===== config.mk =====
export PLATFORM = sky130hd
export DESIGN_NAME = oht_overheat_ctrl
export DESIGN_NICKNAME = d
export VERILOG_FILES = /design/src/oht_pkg.sv /design/src/oht_sync2.sv /design/src/oht_chan_cmp.sv /design/src/oht_overheat_ctrl.sv
export SDC_FILE = /design/constraint.sdc
export NUM_CORES = 1
export LEC_CHECK = 0
export BUFFER_PORTS_ARGS = -buffer_cell sky130_fd_sc_hd__buf_2
export CAP_MARGIN = 20
export CORE_UTILIZATION = 45
export DETAILED_ROUTE_END_ITERATION = 10
export GPL_TIMING_DRIVEN = 0
export PLACE_DENSITY = 0.68
export SYNTH_ARGS = -nofsm -noshare
export SYNTH_HDL_FRONTEND = slang
export SYNTH_SLANG_ARGS = --single-unit

===== constraint.sdc =====
create_clock -name core_clk -period 4.6 [get_ports core_clk]
set_input_delay 0.46 -clock core_clk [delete_from_list [all_inputs] [get_ports core_clk]]
set_output_delay 0.46 -clock core_clk [all_outputs]
set_load 0.1 [all_outputs]

===== src/oht_pkg.sv =====
/*
 * oht_pkg: register offsets, field positions, reset values and timing constants
 * for the overheat pin timer block.
 * Assumes a 200 MHz core clock and 8-bit registers at their printed offsets.
 */
package oht_pkg;

    // register offsets
    localparam logic [7:0] OHT_REMOTE1_LIMIT_OFS = 8'h6a;
    localparam logic [7:0] OHT_LOCAL_LIMIT_OFS   = 8'h6b;
    localparam logic [7:0] OHT_REMOTE2_LIMIT_OFS = 8'h6c;
    localparam logic [7:0] OHT_ALERT_MASK_TWO_OFS = 8'h75;
    localparam logic [7:0] OHT_CONFIG_THREE_OFS  = 8'h78;
    localparam logic [7:0] OHT_ASSERT_TIMER_OFS  = 8'h79;
    localparam logic [7:0] OHT_TIMER_LIMIT_OFS   = 8'h7a;
    localparam logic [7:0] OHT_CONFIG_FIVE_OFS   = 8'h7c;
    localparam logic [7:0] OHT_CONFIG_FOUR_OFS   = 8'h7d;
    localparam logic [7:0] OHT_STATUS_TWO_OFS    = 8'h42;

    // field positions
    localparam int OHT_C3_ALERT_PIN5_BIT   = 0;
    localparam int OHT_C3_MONITOR_EN_BIT   = 1;
    localparam int OHT_C3_FULL_SPEED_BIT   = 2;
    localparam int OHT_C4_LATCH_FULL_SPEED_OVERRIDE_DIS  = 2;
    localparam int OHT_C4_LATCH_SEL_BIT    = 3;
    localparam int OHT_C5_DRIVE_R1_BIT     = 5;
    localparam int OHT_ST_LATCH_BIT        = 0;
    localparam int OHT_ST_OVERTEMP_BIT     = 1;
    localparam int OHT_ST_FAN4_TIMER_BIT   = 5;
    localparam int OHT_MASK_OVERTEMP_BIT   = 1;
    localparam int OHT_MASK_FAN4_TIMER_BIT = 5;

    // pin 9 function codes
    typedef enum logic [1:0] {
        OHT_PIN9_OVERHEAT = 2'b00,
        OHT_PIN9_FAN4     = 2'b01,
        OHT_PIN9_GPIO     = 2'b10,
        OHT_PIN9_ALERT    = 2'b11
    } oht_pin9_fn_t;

    // reset values
    localparam logic [7:0] OHT_LIMIT_RST         = 8'hff;
    localparam logic [7:0] OHT_LATCH_R1_LIMIT_RST = 8'ha4;  // 100 C, offset-64 code
    localparam logic [7:0] OHT_LATCH_R2_LIMIT_RST = 8'hc8;  // 136 C, offset-64 code
    localparam logic [7:0] OHT_REG_RST           = 8'h00;

    // disable codes for the limit
    localparam logic [7:0] OHT_OFS64_FLOOR = 8'h00;
    localparam logic [7:0] OHT_TWOS_FLOOR  = 8'h80;

    // timing
    localparam int OHT_CLK_PERIOD_PS = 5000;
    localparam longint OHT_TICK_PS   = 64'd22760000000;  // 22.76 ms timer resolution
    localparam int OHT_TICK_CYCLES   = int'(OHT_TICK_PS / OHT_CLK_PERIOD_PS);

    localparam logic [7:0] OHT_TIMER_MAX = 8'hff;

endpackage : oht_pkg


===== src/oht_sync2.sv =====
/*
 * oht_sync2: two-flop synchroniser for one level.
 * Assumes the input is asynchronous to clk; reset value is a parameter.
 */
`timescale 1ns/100ps
module oht_sync2 #(
    parameter logic RST_VAL = 1'b1
) (
    input  wire logic clk,
    input  wire logic rst_n,
    input  wire logic d,
    output logic      q
);
    logic meta_q;

    // first flop feeds only the second
    always_ff @(posedge clk) begin
        if (!rst_n) begin
            meta_q <= RST_VAL;
            q      <= RST_VAL;
        end else begin
            meta_q <= d;
            q      <= meta_q;
        end
    end
endmodule : oht_sync2


===== src/oht_chan_cmp.sv =====
/*
 * oht_chan_cmp: one temperature channel against its overheat limit.
 * Assumes temp carries two fraction bits and meas_valid pulses once per conversion.
 */
`timescale 1ns/100ps
module oht_chan_cmp
    import oht_pkg::*;
(
    input  wire logic       clk,
    input  wire logic       rst_n,
    input  wire logic       enable,
    input  wire logic       twos_mode,
    input  wire logic [9:0] temp,
    input  wire logic       meas_valid,
    input  wire logic [7:0] limit,
    output logic            over_q,
    output logic            below
);
    logic [9:0] temp_u;
    logic [9:0] lim_u;
    logic       lim_off;
    logic       over_hold_q;

    // flipping the sign bit turns twos complement into an ordered unsigned code
    assign temp_u  = twos_mode ? {~temp[9], temp[8:0]} : temp;
    assign lim_u   = twos_mode ? {~limit[7], limit[6:0], 2'b00} : {limit, 2'b00};
    assign lim_off = twos_mode ? (limit == OHT_TWOS_FLOOR) : (limit == OHT_OFS64_FLOOR);
    assign below   = temp_u < lim_u;
    // a limit moved to the floor code releases at once, not one edge after the write
    assign over_q  = over_hold_q && !lim_off;

    // besides a disable or the floor limit, only a fresh measurement may release, so low lasts at least one cycle
    always_ff @(posedge clk) begin
        if (!rst_n) begin
            over_hold_q <= 1'b0;
        end else if (!enable || lim_off) begin
            over_hold_q <= 1'b0;
        end else if (meas_valid) begin
            over_hold_q <= temp_u > lim_u;
        end
    end
endmodule : oht_chan_cmp


===== src/oht_overheat_ctrl.sv =====
/*
 * oht_overheat_ctrl: overheat pin, assertion timer, timer limit flag, alert
 * routing, full speed override and the latch variant.
 * Assumes the serial interface turns transactions into one-cycle reg_wr/reg_rd
 * strobes on core_clk, and the converter supplies readings with a valid pulse.
 */
`timescale 1ns/100ps
module oht_overheat_ctrl
    import oht_pkg::*;
#(
    parameter bit LATCH_VARIANT = 1'b0,
    parameter int TICK_CYCLES   = OHT_TICK_CYCLES,
    parameter int NUM_FANS      = 4
) (
    input  wire logic                core_clk,
    input  wire logic                rst_n,
    // register access strobes from the serial interface
    input  wire logic [7:0]          reg_addr,
    input  wire logic [7:0]          reg_wdata,
    input  wire logic                reg_wr,
    input  wire logic                reg_rd,
    output logic [7:0]               reg_rdata,
    // temperature readings, two fraction bits
    input  wire logic [9:0]          remote1_temp,
    input  wire logic [9:0]          local_temp,
    input  wire logic [9:0]          remote2_temp,
    input  wire logic [2:0]          meas_valid,
    input  wire logic                temp_twos_mode,
    // fan side
    input  wire logic [NUM_FANS-1:0] fan_running,
    input  wire logic                fan4_speed_low,
    output logic [NUM_FANS-1:0]      fan_full_speed,
    // pin 9, open drain
    input  wire logic                pin9_in,
    output logic                     pin9_out,
    output logic                     pin9_oe,
    // pin 5, open drain
    output logic                     pin5_out,
    output logic                     pin5_oe,
    output logic [1:0]               pin9_function_select
);

    ////////////////////////////////////////////////////////////////////////////
    // registers

    logic [7:0] remote1_overheat_limit_q;
    logic [7:0] local_overheat_limit_q;
    logic [7:0] remote2_overheat_limit_q;
    logic [7:0] alert_mask_two_q;
    logic [7:0] config_three_q;
    logic [7:0] assertion_timer_limit_q;
    logic [7:0] config_five_q;
    logic [7:0] config_four_q;
    logic [7:0] reg_rdata_q;

    logic       wr_r1;
    logic       wr_loc;
    logic       wr_r2;
    logic       rd_timer;
    logic       rd_status;

    assign wr_r1     = reg_wr && (reg_addr == OHT_REMOTE1_LIMIT_OFS);
    assign wr_loc    = reg_wr && (reg_addr == OHT_LOCAL_LIMIT_OFS);
    assign wr_r2     = reg_wr && (reg_addr == OHT_REMOTE2_LIMIT_OFS);
    assign rd_timer  = reg_rd && (reg_addr == OHT_ASSERT_TIMER_OFS);
    assign rd_status = reg_rd && (reg_addr == OHT_STATUS_TWO_OFS);

    // limits: separate remote 1 and remote 2 reset values on the latch variant
    always_ff @(posedge core_clk) begin
        if (!rst_n) begin
            remote1_overheat_limit_q <= LATCH_VARIANT ? OHT_LATCH_R1_LIMIT_RST : OHT_LIMIT_RST;
            local_overheat_limit_q   <= OHT_LIMIT_RST;
            remote2_overheat_limit_q <= LATCH_VARIANT ? OHT_LATCH_R2_LIMIT_RST : OHT_LIMIT_RST;
        end else begin
            if (wr_r1) begin
                remote1_overheat_limit_q <= reg_wdata;
            end
            if (wr_loc) begin
                local_overheat_limit_q <= reg_wdata;
            end
            if (wr_r2) begin
                remote2_overheat_limit_q <= reg_wdata;
            end
        end
    end

    // configuration: everything off after reset
    always_ff @(posedge core_clk) begin
        if (!rst_n) begin
            alert_mask_two_q        <= OHT_REG_RST;
            config_three_q          <= OHT_REG_RST;
            assertion_timer_limit_q <= OHT_REG_RST;
            config_five_q           <= OHT_REG_RST;
            config_four_q           <= OHT_REG_RST;
        end else if (reg_wr) begin
            case (reg_addr)
                OHT_ALERT_MASK_TWO_OFS: begin
                    alert_mask_two_q <= reg_wdata;
                end
                OHT_CONFIG_THREE_OFS: begin
                    config_three_q <= reg_wdata;
                end
                OHT_TIMER_LIMIT_OFS: begin
                    assertion_timer_limit_q <= reg_wdata;
                end
                OHT_CONFIG_FIVE_OFS: begin
                    config_five_q <= reg_wdata;
                end
                OHT_CONFIG_FOUR_OFS: begin
                    config_four_q <= reg_wdata;
                end
                default: begin
                end
            endcase
        end
    end

    ////////////////////////////////////////////////////////////////////////////
    // pin 9 function and enable

    oht_pin9_fn_t pin9_fn;
    logic         monitor_en;
    logic         pin_sync;
    logic         pin_asserted;

    assign pin9_fn              = oht_pin9_fn_t'(config_four_q[1:0]);
    assign pin9_function_select = config_four_q[1:0];
    assign monitor_en           = (pin9_fn == OHT_PIN9_OVERHEAT)
                                  && config_three_q[OHT_C3_MONITOR_EN_BIT];

    oht_sync2 #(
        .RST_VAL (1'b1)
    ) u_pin_sync (
        .clk   (core_clk),
        .rst_n (rst_n),
        .d     (pin9_in),
        .q     (pin_sync)
    );

    // the wire level covers both our own drive and an external pull low
    assign pin_asserted = monitor_en && !pin_sync;

    ////////////////////////////////////////////////////////////////////////////
    // channel comparison

    logic [2:0] over;
    logic [2:0] below;
    logic [2:0] drive_en;
    logic       drive_low;

    assign drive_en = config_five_q[OHT_C5_DRIVE_R1_BIT +: 3];

    oht_chan_cmp u_cmp_r1 (
        .clk        (core_clk),
        .rst_n      (rst_n),
        .enable     (config_three_q[OHT_C3_MONITOR_EN_BIT]),
        .twos_mode  (temp_twos_mode),
        .temp       (remote1_temp),
        .meas_valid (meas_valid[0]),
        .limit      (remote1_overheat_limit_q),
        .over_q     (over[0]),
        .below      (below[0])
    );

    oht_chan_cmp u_cmp_loc (
        .clk        (core_clk),
        .rst_n      (rst_n),
        .enable     (config_three_q[OHT_C3_MONITOR_EN_BIT]),
        .twos_mode  (temp_twos_mode),
        .temp       (local_temp),
        .meas_valid (meas_valid[1]),
        .limit      (local_overheat_limit_q),
        .over_q     (over[1]),
        .below      (below[1])
    );

    oht_chan_cmp u_cmp_r2 (
        .clk        (core_clk),
        .rst_n      (rst_n),
        .enable     (config_three_q[OHT_C3_MONITOR_EN_BIT]),
        .twos_mode  (temp_twos_mode),
        .temp       (remote2_temp),
        .meas_valid (meas_valid[2]),
        .limit      (remote2_overheat_limit_q),
        .over_q     (over[2]),
        .below      (below[2])
    );

    // with no drive bit set the pin is only an input in the overheat function
    assign drive_low = monitor_en && |(over & drive_en);

    ////////////////////////////////////////////////////////////////////////////
    // assertion timer

    localparam int TICK_W = $clog2(TICK_CYCLES + 1);

    logic [TICK_W-1:0] tick_cnt_q;
    logic              tick;
    logic [7:0]        ticks_q;
    logic              seen_q;
    logic [7:0]        timer_value;

    assign tick = pin_asserted && (tick_cnt_q == TICK_W'(TICK_CYCLES - 1));

    // sub-count pauses while deasserted so partial periods accumulate
    always_ff @(posedge core_clk) begin
        if (!rst_n) begin
            tick_cnt_q <= '0;
        end else if (rd_timer) begin
            tick_cnt_q <= '0;
        end else if (tick) begin
            tick_cnt_q <= '0;
        end else if (pin_asserted) begin
            tick_cnt_q <= tick_cnt_q + TICK_W'(1);
        end
    end

    always_ff @(posedge core_clk) begin
        if (!rst_n) begin
            ticks_q <= 8'h00;
            seen_q  <= 1'b0;
        end else if (rd_timer) begin
            ticks_q <= 8'h00;
            seen_q  <= pin_asserted;
        end else begin
            if (pin_asserted) begin
                seen_q <= 1'b1;
            end
            if (tick && ticks_q != OHT_TIMER_MAX) begin
                ticks_q <= ticks_q + 8'h01;
            end
        end
    end

    // below two ticks the register only shows that an assertion happened
    assign timer_value = (ticks_q >= 8'h02) ? ticks_q : {7'h00, seen_q};

    ////////////////////////////////////////////////////////////////////////////
    // status two and latch

    logic timer_over;
    logic fan4_event;
    logic flag5_q;
    logic latch_q;
    logic latch_stat_q;
    logic latch_over;
    logic latch_below;
    logic overtemp;

    assign timer_over  = monitor_en && (timer_value > assertion_timer_limit_q);
    assign fan4_event  = timer_over || ((pin9_fn == OHT_PIN9_FAN4) && fan4_speed_low);
    assign latch_over  = config_four_q[OHT_C4_LATCH_SEL_BIT] ? over[0] : over[2];
    assign latch_below = config_four_q[OHT_C4_LATCH_SEL_BIT] ? below[0] : below[2];
    assign overtemp    = drive_low;

    // sticky; a set in the read cycle wins over the clear
    always_ff @(posedge core_clk) begin
        if (!rst_n) begin
            flag5_q <= 1'b0;
        end else if (fan4_event) begin
            flag5_q <= 1'b1;
        end else if (rd_status) begin
            flag5_q <= 1'b0;
        end
    end

    always_ff @(posedge core_clk) begin
        if (!rst_n) begin
            latch_q      <= 1'b0;
            latch_stat_q <= 1'b0;
        end else if (LATCH_VARIANT) begin
            if (latch_over) begin
                latch_q      <= 1'b1;
                latch_stat_q <= 1'b1;
            end else begin
                if (rd_status && latch_below) begin
                    latch_stat_q <= 1'b0;
                end
                if (!latch_stat_q && latch_below) begin
                    latch_q <= 1'b0;
                end
            end
        end
    end

    ////////////////////////////////////////////////////////////////////////////
    // alert and pins

    logic alert;
    logic alert_pin5;

    assign alert      = (flag5_q && !alert_mask_two_q[OHT_MASK_FAN4_TIMER_BIT])
                        || (overtemp && !alert_mask_two_q[OHT_MASK_OVERTEMP_BIT]);
    assign alert_pin5 = !LATCH_VARIANT && config_three_q[OHT_C3_ALERT_PIN5_BIT];

    // both pins are open drain: the output level is always low
    assign pin9_out = 1'b0;
    assign pin5_out = 1'b0;
    assign pin9_oe  = ((pin9_fn == OHT_PIN9_ALERT) && alert)
                      || drive_low;
    assign pin5_oe  = LATCH_VARIANT ? latch_q : (alert_pin5 && alert);

    ////////////////////////////////////////////////////////////////////////////
    // fan override

    logic full_speed_override_req;
    logic latch_req;

    assign full_speed_override_req = config_three_q[OHT_C3_FULL_SPEED_BIT] && pin_asserted;
    assign latch_req = latch_q && !config_four_q[OHT_C4_LATCH_FULL_SPEED_OVERRIDE_DIS];

    // stopped fans stay stopped; the fan logic reports which ones are running
    assign fan_full_speed = (full_speed_override_req || latch_req) ? fan_running : '0;

    ////////////////////////////////////////////////////////////////////////////
    // read data

    always_ff @(posedge core_clk) begin
        if (!rst_n) begin
            reg_rdata_q <= 8'h00;
        end else if (reg_rd) begin
            case (reg_addr)
                OHT_REMOTE1_LIMIT_OFS:  reg_rdata_q <= remote1_overheat_limit_q;
                OHT_LOCAL_LIMIT_OFS:    reg_rdata_q <= local_overheat_limit_q;
                OHT_REMOTE2_LIMIT_OFS:  reg_rdata_q <= remote2_overheat_limit_q;
                OHT_ALERT_MASK_TWO_OFS: reg_rdata_q <= alert_mask_two_q;
                OHT_CONFIG_THREE_OFS:   reg_rdata_q <= config_three_q;
                OHT_ASSERT_TIMER_OFS:   reg_rdata_q <= timer_value;
                OHT_TIMER_LIMIT_OFS:    reg_rdata_q <= assertion_timer_limit_q;
                OHT_CONFIG_FIVE_OFS:    reg_rdata_q <= config_five_q;
                OHT_CONFIG_FOUR_OFS:    reg_rdata_q <= config_four_q;
                OHT_STATUS_TWO_OFS: begin
                    reg_rdata_q <= {2'b00, flag5_q, 3'b000, overtemp, latch_stat_q};
                end
                default:                reg_rdata_q <= 8'h00;
            endcase
        end
    end

    assign reg_rdata = reg_rdata_q;

endmodule : oht_overheat_ctrl


Word level (Yosys, flattened, before mapping)

Index checks and enable logic that the tools add are counted.

$add $sub $neg: 2
$lt $le $gt $ge: 5
Equal/unequal tests: 17
Multiplexer cells: 16
Bitwise logic cells: 8
Reduce and logical (&&, ||, !) cells: 50

Operators by type and width:

| kind                    | number |
|---|---|
| $eq A8 B7 Y1 const B    | 10 |
| $pmux W8 S10            | 1 |
| $mux W10                | 6 |
| $gt A10 B10 Y1          | 3 |
| $eq A8 B8 Y1 const B    | 3 |
| $logic_not A8 Y1        | 3 |
| $add A23 B1 Y23 const B | 1 |
| $eq A23 B23 Y1 const B  | 1 |
| $logic_and A1 B1 Y1     | 20 |
| $reduce_and A2 Y1       | 5 |
| $add A8 B1 Y8 const B   | 1 |
| $ge A8 B2 Y1 const B    | 1 |
| $gt A8 B8 Y1            | 1 |
| $mux W8                 | 1 |
| $ne A8 B8 Y1 const B    | 1 |
| $reduce_or A2 Y1        | 4 |
| $logic_not A1 Y1        | 7 |
| $mux W1                 | 7 |
| $not A1 Y1              | 7 |
| $logic_or A1 B1 Y1      | 6 |
| $reduce_or A3 Y1        | 2 |
| $mux W4                 | 1 |
| $reduce_bool A2 Y1      | 2 |
| $and A3 B3 Y3           | 1 |
| 3 further kinds         | 3 |

Register bits after elaboration: 110
Input bits: 60
Output and inout bits: 18
Word-level logic and storage cells: 116

Depth between registers and ports, before layout

Depth in word-level cells: 11
Depth in mapped cells: 11

Hierarchy

From an unflattened synthesis, not the netlist that was laid out.

Cell total of the unflattened synthesis: 749
Area, all modules: 6,213.5 sq um

By module, submodules not included:

| module            | instances | cells an instance | area each (sq um) | sequential area each (sq um) |
|---|---|---|---|---|
| oht_overheat_ctrl | 1         | 619               | 5,297.6           | 2,102.0 |
| oht_chan_cmp      | 3         | 42                | 287.8             | 20.0 |
| oht_sync2         | 1         | 4                 | 52.6              | 40.0 |

Least setup slack after synthesis

Ideal clock, no wire load.

Path kind: input to output
From: input port temp_twos_mode
To: output port pin9_oe
Arrival time: 2.075 ns
Data required time: 4.140 ns
Path slack: 2.065 ns
Stages on the path: 5
Buffers on the path: 1
Cells stage by stage: clkbuf_1 -> xnor2_1 -> nand3_1 -> nand4_1 -> nand4_1

Cells in the longest elaborated chain, start to end: 10
Elaborated cells between the ends (all ways): 16
Classes of those cells: mux (3); bitwise (1); reduce/logical (12)

Ends and longest elaborated chain:

| element               | RTL line                 | text |
|---|---|---|
| start: declaration    | oht_overheat_ctrl.sv:28  | `input wire logic temp_twos_mode,` |
| $mux W1               | oht_chan_cmp.sv:27       | `assign lim_off = twos_mode ? (limit == OHT_TWOS_FLOOR) : (limit == OHT_OFS64_FLOOR);` |
| $logic_not A1 Y1      | oht_chan_cmp.sv:30       | `assign over_q = over_hold_q && !lim_off;` |
| $logic_and A1 B1 Y1   | oht_chan_cmp.sv:30       |  |
| $and A3 B3 Y3 *       | oht_overheat_ctrl.sv:190 | `assign drive_low = monitor_en && \|(over & drive_en);` |
| $reduce_or A3 Y1 *    | oht_overheat_ctrl.sv:190 |  |
| $logic_and A1 B1 Y1 * | oht_overheat_ctrl.sv:190 |  |
| $logic_and A1 B1 Y1   | oht_overheat_ctrl.sv:293 | `\|\| (overtemp && !alert_mask_two_q[OHT_MASK_OVERTEMP_BIT]);` |
| $logic_or A1 B1 Y1    | oht_overheat_ctrl.sv:293 |  |
| $logic_and A1 B1 Y1   | oht_overheat_ctrl.sv:299 | `assign pin9_oe = ((pin9_fn == OHT_PIN9_ALERT) && alert)` |
| $logic_or A1 B1 Y1 *  | oht_overheat_ctrl.sv:300 | `\|\| drive_low;` |
| end: declaration      | oht_overheat_ctrl.sv:36  | `output logic pin9_oe,` |

Every way passes the cells marked *; elsewhere a longest branch is shown, timed or not.

Final worst setup path

From: register config_three_q[1]
To: output port pin5_oe

Cells in the longest elaborated chain, start to end: 5

Ends and longest elaborated chain:

| element                  | RTL line                 | text |
|---|---|---|
| start: declaration       | oht_overheat_ctrl.sv:50  | `logic [7:0] config_three_q;` |
| start signal: assignment | oht_overheat_ctrl.sv:101 | `config_three_q <= reg_wdata;` |
| $logic_and A1 B1 Y1      | oht_overheat_ctrl.sv:129 | `&& config_three_q[OHT_C3_MONITOR_EN_BIT];` |
| $logic_and A1 B1 Y1      | oht_overheat_ctrl.sv:190 |  |
| $logic_and A1 B1 Y1      | oht_overheat_ctrl.sv:293 |  |
| $logic_or A1 B1 Y1       | oht_overheat_ctrl.sv:293 |  |
| $logic_and A1 B1 Y1      | oht_overheat_ctrl.sv:301 | `assign pin5_oe = LATCH_VARIANT ? latch_q : (alert_pin5 && alert);` |
| end: declaration         | oht_overheat_ctrl.sv:39  | `output logic pin5_oe,` |

Every way passes these cells.

==> summary.md <==
| Metric | Value |
|---|---|
| # port buffers | `63` |
| Fin Clk Skew | `between 0.01 and 0.015 ns` |
| Hold Vio Cnt, Final | `0` |
| Post_cts resized | `0` |
| Starting Density | `0.465` |
| Post-route design area | `between 7000 and 8000 um^2` |
| Largest register by flop count | `tick_cnt_q` |
| Grt met1 use | `0.381` |
| Postcts setup bufs | `0` |
| Core Area | `roughly 13000 um^2` |
| Worst R2R Setup Slack | `2.23 ns` |
| Clk sinks | `110` |
| Setup TNS | `0 ns` |
| Reg-to-Reg End | `ticks_q[3]$_SDFFE_PP0P_` |
| Worst slew pin tran | `1.03 ns` |
| First-pass GRT wire length | `between 20 and 30 mm` |
| Seq/Total Area, Yosys | `0.356` |
| Crit Reg-Reg Startpoint | `config_three_q[1]$_SDFFE_PN0P_` |
| # Max-Cap Violations | `0` |
| Rows | `42` |
| Fin crit share | `0.741` |
| Power density over the cells | `268 nW/um^2` |
| Iter 0 DRT Violations | `560` |
| Ports | `78` |
| Final Util | `0.527` |
| TritonCTS clock tree | `yes` |
| Slew Limit Headroom | `0.306` |
| Die Wd | `119 um` |
| Total wire length | `18.3 mm` |
| Synth Register Bits | `110` |
| Max clock buf depth | `2` |
| Die height | `119 um` |
| Ys flop type | `dfxtp_1` |
| GRT Residual Overflow | `0` |
| Synth Area per Inst | `roughly 8 um^2` |
| Top cells by area, synth | `dfxtp_1 (36%), ha_1 (6.9%), nand2_1 (5.4%)` |
| Layout net count | `938` |
| Grt peak-use layer | `met2` |
| CP Launch Point | `config_three_q[1]$_SDFFE_PN0P_` |
| ANT cells | `0` |
| Via count | `5976` |
| Final Power | `1880 uW` |
| Yosys warns | `0` |
| Worst Setup EP | `pin5_oe` |
| Synth top area share | `0.356` |
| Post-layout minimum cycle time | `3.41 ns` |
| Leading area contributor after synthesis | `dfxtp_1` |
| Synth async-reset ratio | `0` |
| Number of cells after detailed placement | `1008` |
| Total CTS buffers | `9` |
| Critical path launch point type | `register` |
| Drt wl/cell | `17.8 um` |
| Clock root buffer | `clkbuf_16` |
| GR met3 Demand/Resource | `0.0661` |
| Htree depth | `3` |
| Non-Filler Instances | `1025` |
| Overall Global Routing Usage | `0.263` |
| Fmax | `0.293 GHz` |
| Detailed Routing Iterations Pass 1 | `8` |
| Max-slew violations | `0` |
| Clk_lat worst skew | `0.37 ns` |
| Setup CP Type | `reg2out` |
| Die area | `14200 um^2` |
| # hold bufs at CTS | `0` |
| Layout cells sized above 1 | `0.122` |
| Worst hold path type | `in2reg` |
| Initial antenna violation count | `0` |
| Met2 Usage GRT | `0.383` |
| Post-route ant nets | `0` |
| R2R depth | `6` |
| Via/cell ratio | `5.83` |
| Register clock-pin slew on the reported worst setup and hold paths | `0.08 ns` |
| Final count of negative-setup-slack endpoints | `0` |
| Drc violations | `0` |
| Mapped Cells | `768` |
| Number of synthesized flops with an enable pin | `0` |
| Status | `finished, final reports clean` |
| Crit-path max FO | `8` |
| Synth unique cells | `64` |
| CP endpoint kind | `output pin` |
| Required @ worst endpoint | `4.14 ns` |
| Max FFs per register | `23` |
| Crit path arrival time | `2.95 ns` |
| Post-DP Area | `6720 um^2` |
| Synthesized area | `just over 6000 um^2` |
| Leakage power | `0.00287 uW` |
| Area Overhead vs Synth | `13.5%` |
| Largest net degree at the start of global routing | `21` |
| RSZ-0062 raised after global routing | `false` |
| Number of global-route vias before repair | `5282` |
| Gpl congestion | `around 0.95` |
| Detail Placement HPWL | `13.5 mm` |
| Worst IR drop on VDD | `roughly 0.21 mV` |
## logic make-up after synthesis
| logic type | after synthesis | synth area share |
|---|---|---|
| buffers and inverters | 93 | 0.0599 |
| adders and majority gates | 34 | 0.0688 |
| AOI/OAI and AO/OA | 143 | 0.155 |
| DFF | 110 | 0.356 |
| and+or+nand+nor | 328 | 0.268 |
| muxes | 31 | 0.0512 |
| other | 1 | 0.000607 |
| xor gates and xnor gates | 28 | 0.0397 |
## worst min path at each step
stage | from | end | slack, ns | depth (start not counted)
final | pin9_in | u_pin_sync.meta_q$_SDFF_PN1_ | 0.28 | 2
after global routing | pin9_in | u_pin_sync.meta_q$_SDFF_PN1_ | 0.29 | 2
after CTS | pin9_in | u_pin_sync.meta_q$_SDFF_PN1_ | 0.28 | 2
after detailed placement | u_pin_sync.meta_q$_SDFF_PN1_ | u_pin_sync.q$_SDFF_PN1_ | 0.40 | 1
after global placement | u_pin_sync.meta_q$_SDFF_PN1_ | u_pin_sync.q$_SDFF_PN1_ | 0.39 | 1
after floorplan | u_pin_sync.meta_q$_SDFF_PN1_ | u_pin_sync.q$_SDFF_PN1_ | 0.39 | 1
## cells in the final DEF (no fill, tap or decap), types with 6 or more instances in the layout
master,n
o211ai_1,24
ha_1,34
a21oi_1,38
xnor2_1,9
inv_1,32
nor2b_1,11
clkbuf_16,9
nor3_1,14
xor2_1,19
nor4_1,13
nand3_1,42
a21o_1,6
clkbuf_1,50
buf_2,67
a211oi_1,6
o22ai_1,6
o21ai_0,16
nor2_1,67
and2_1,6
nand2b_1,7
nand4_1,24
a22oi_1,16
and3_1,19
mux2i_1,26
dfxtp_1,110
nand2_1,89
## worst max-delay path, cell delays in order (launching register included)
cell and delay [ns]:
dfxtp_1 0.55, nor3b_1 0.82, nand4_1 0.36, a31oi_1 0.26, o21a_1 0.16, buf_2 0.43
## Yosys cell counts, types with 5 or more instances
cell type / count
or3_1: 5
nand2b_1: 7
nand4_1: 24
nand3b_1: 5
nor2b_1: 11
nor4_1: 13
ha_1: 34
clkbuf_1: 50
o22ai_1: 6
o21ai_0: 16
nor2_1: 67
a21o_1: 6
dfxtp_1: 110
mux2_2: 5
nand3_1: 42
a22oi_1: 16
a211oi_1: 6
nand2_1: 89
xor2_1: 19
o211ai_1: 24
a21oi_1: 38
inv_1: 32
nor3_1: 14
and3_1: 19
and2_1: 6
mux2i_1: 26
xnor2_1: 9
## layer usage
metal  wire (um)  vias up
met4         331        0
met1        8350     2806
met2        7870      266
li1            -     2880
met3        1720       24
met5           0        -
## stage by stage
step | setup slack [ns] | hold slack, ns
5_1_grt | 1.23 | 0.290
4_1_cts | 1.24 | 0.276
3_3_place_gp | 1.67 | 0.393
6_report | 1.19 | 0.283
3_5_place_dp | 1.65 | 0.398
2_1_floorplan | 2.07 | 0.386
## where the power goes
part           leakage [uW]  switching (uW)  internal (uW)  total [uW]
clock              0.000144             392            380         773
sequential         0.000887            1.25            953         954
combinational       0.00184             103           48.2         151
total               0.00287             496           1380        1880
## area by class of cell
class,count,area [um^2]
Buffer,60,246
Clock buffer,9,225
Clock inverter,7,62.6
Fill cell,1299,6280
Inverter,33,124
Multi-Input combinational cell,566,3610
Sequential cell,110,2200
Tap cell,176,220
Timing Repair Buffer,64,320
Note: power is estimated with default switching activity, not from simulation.
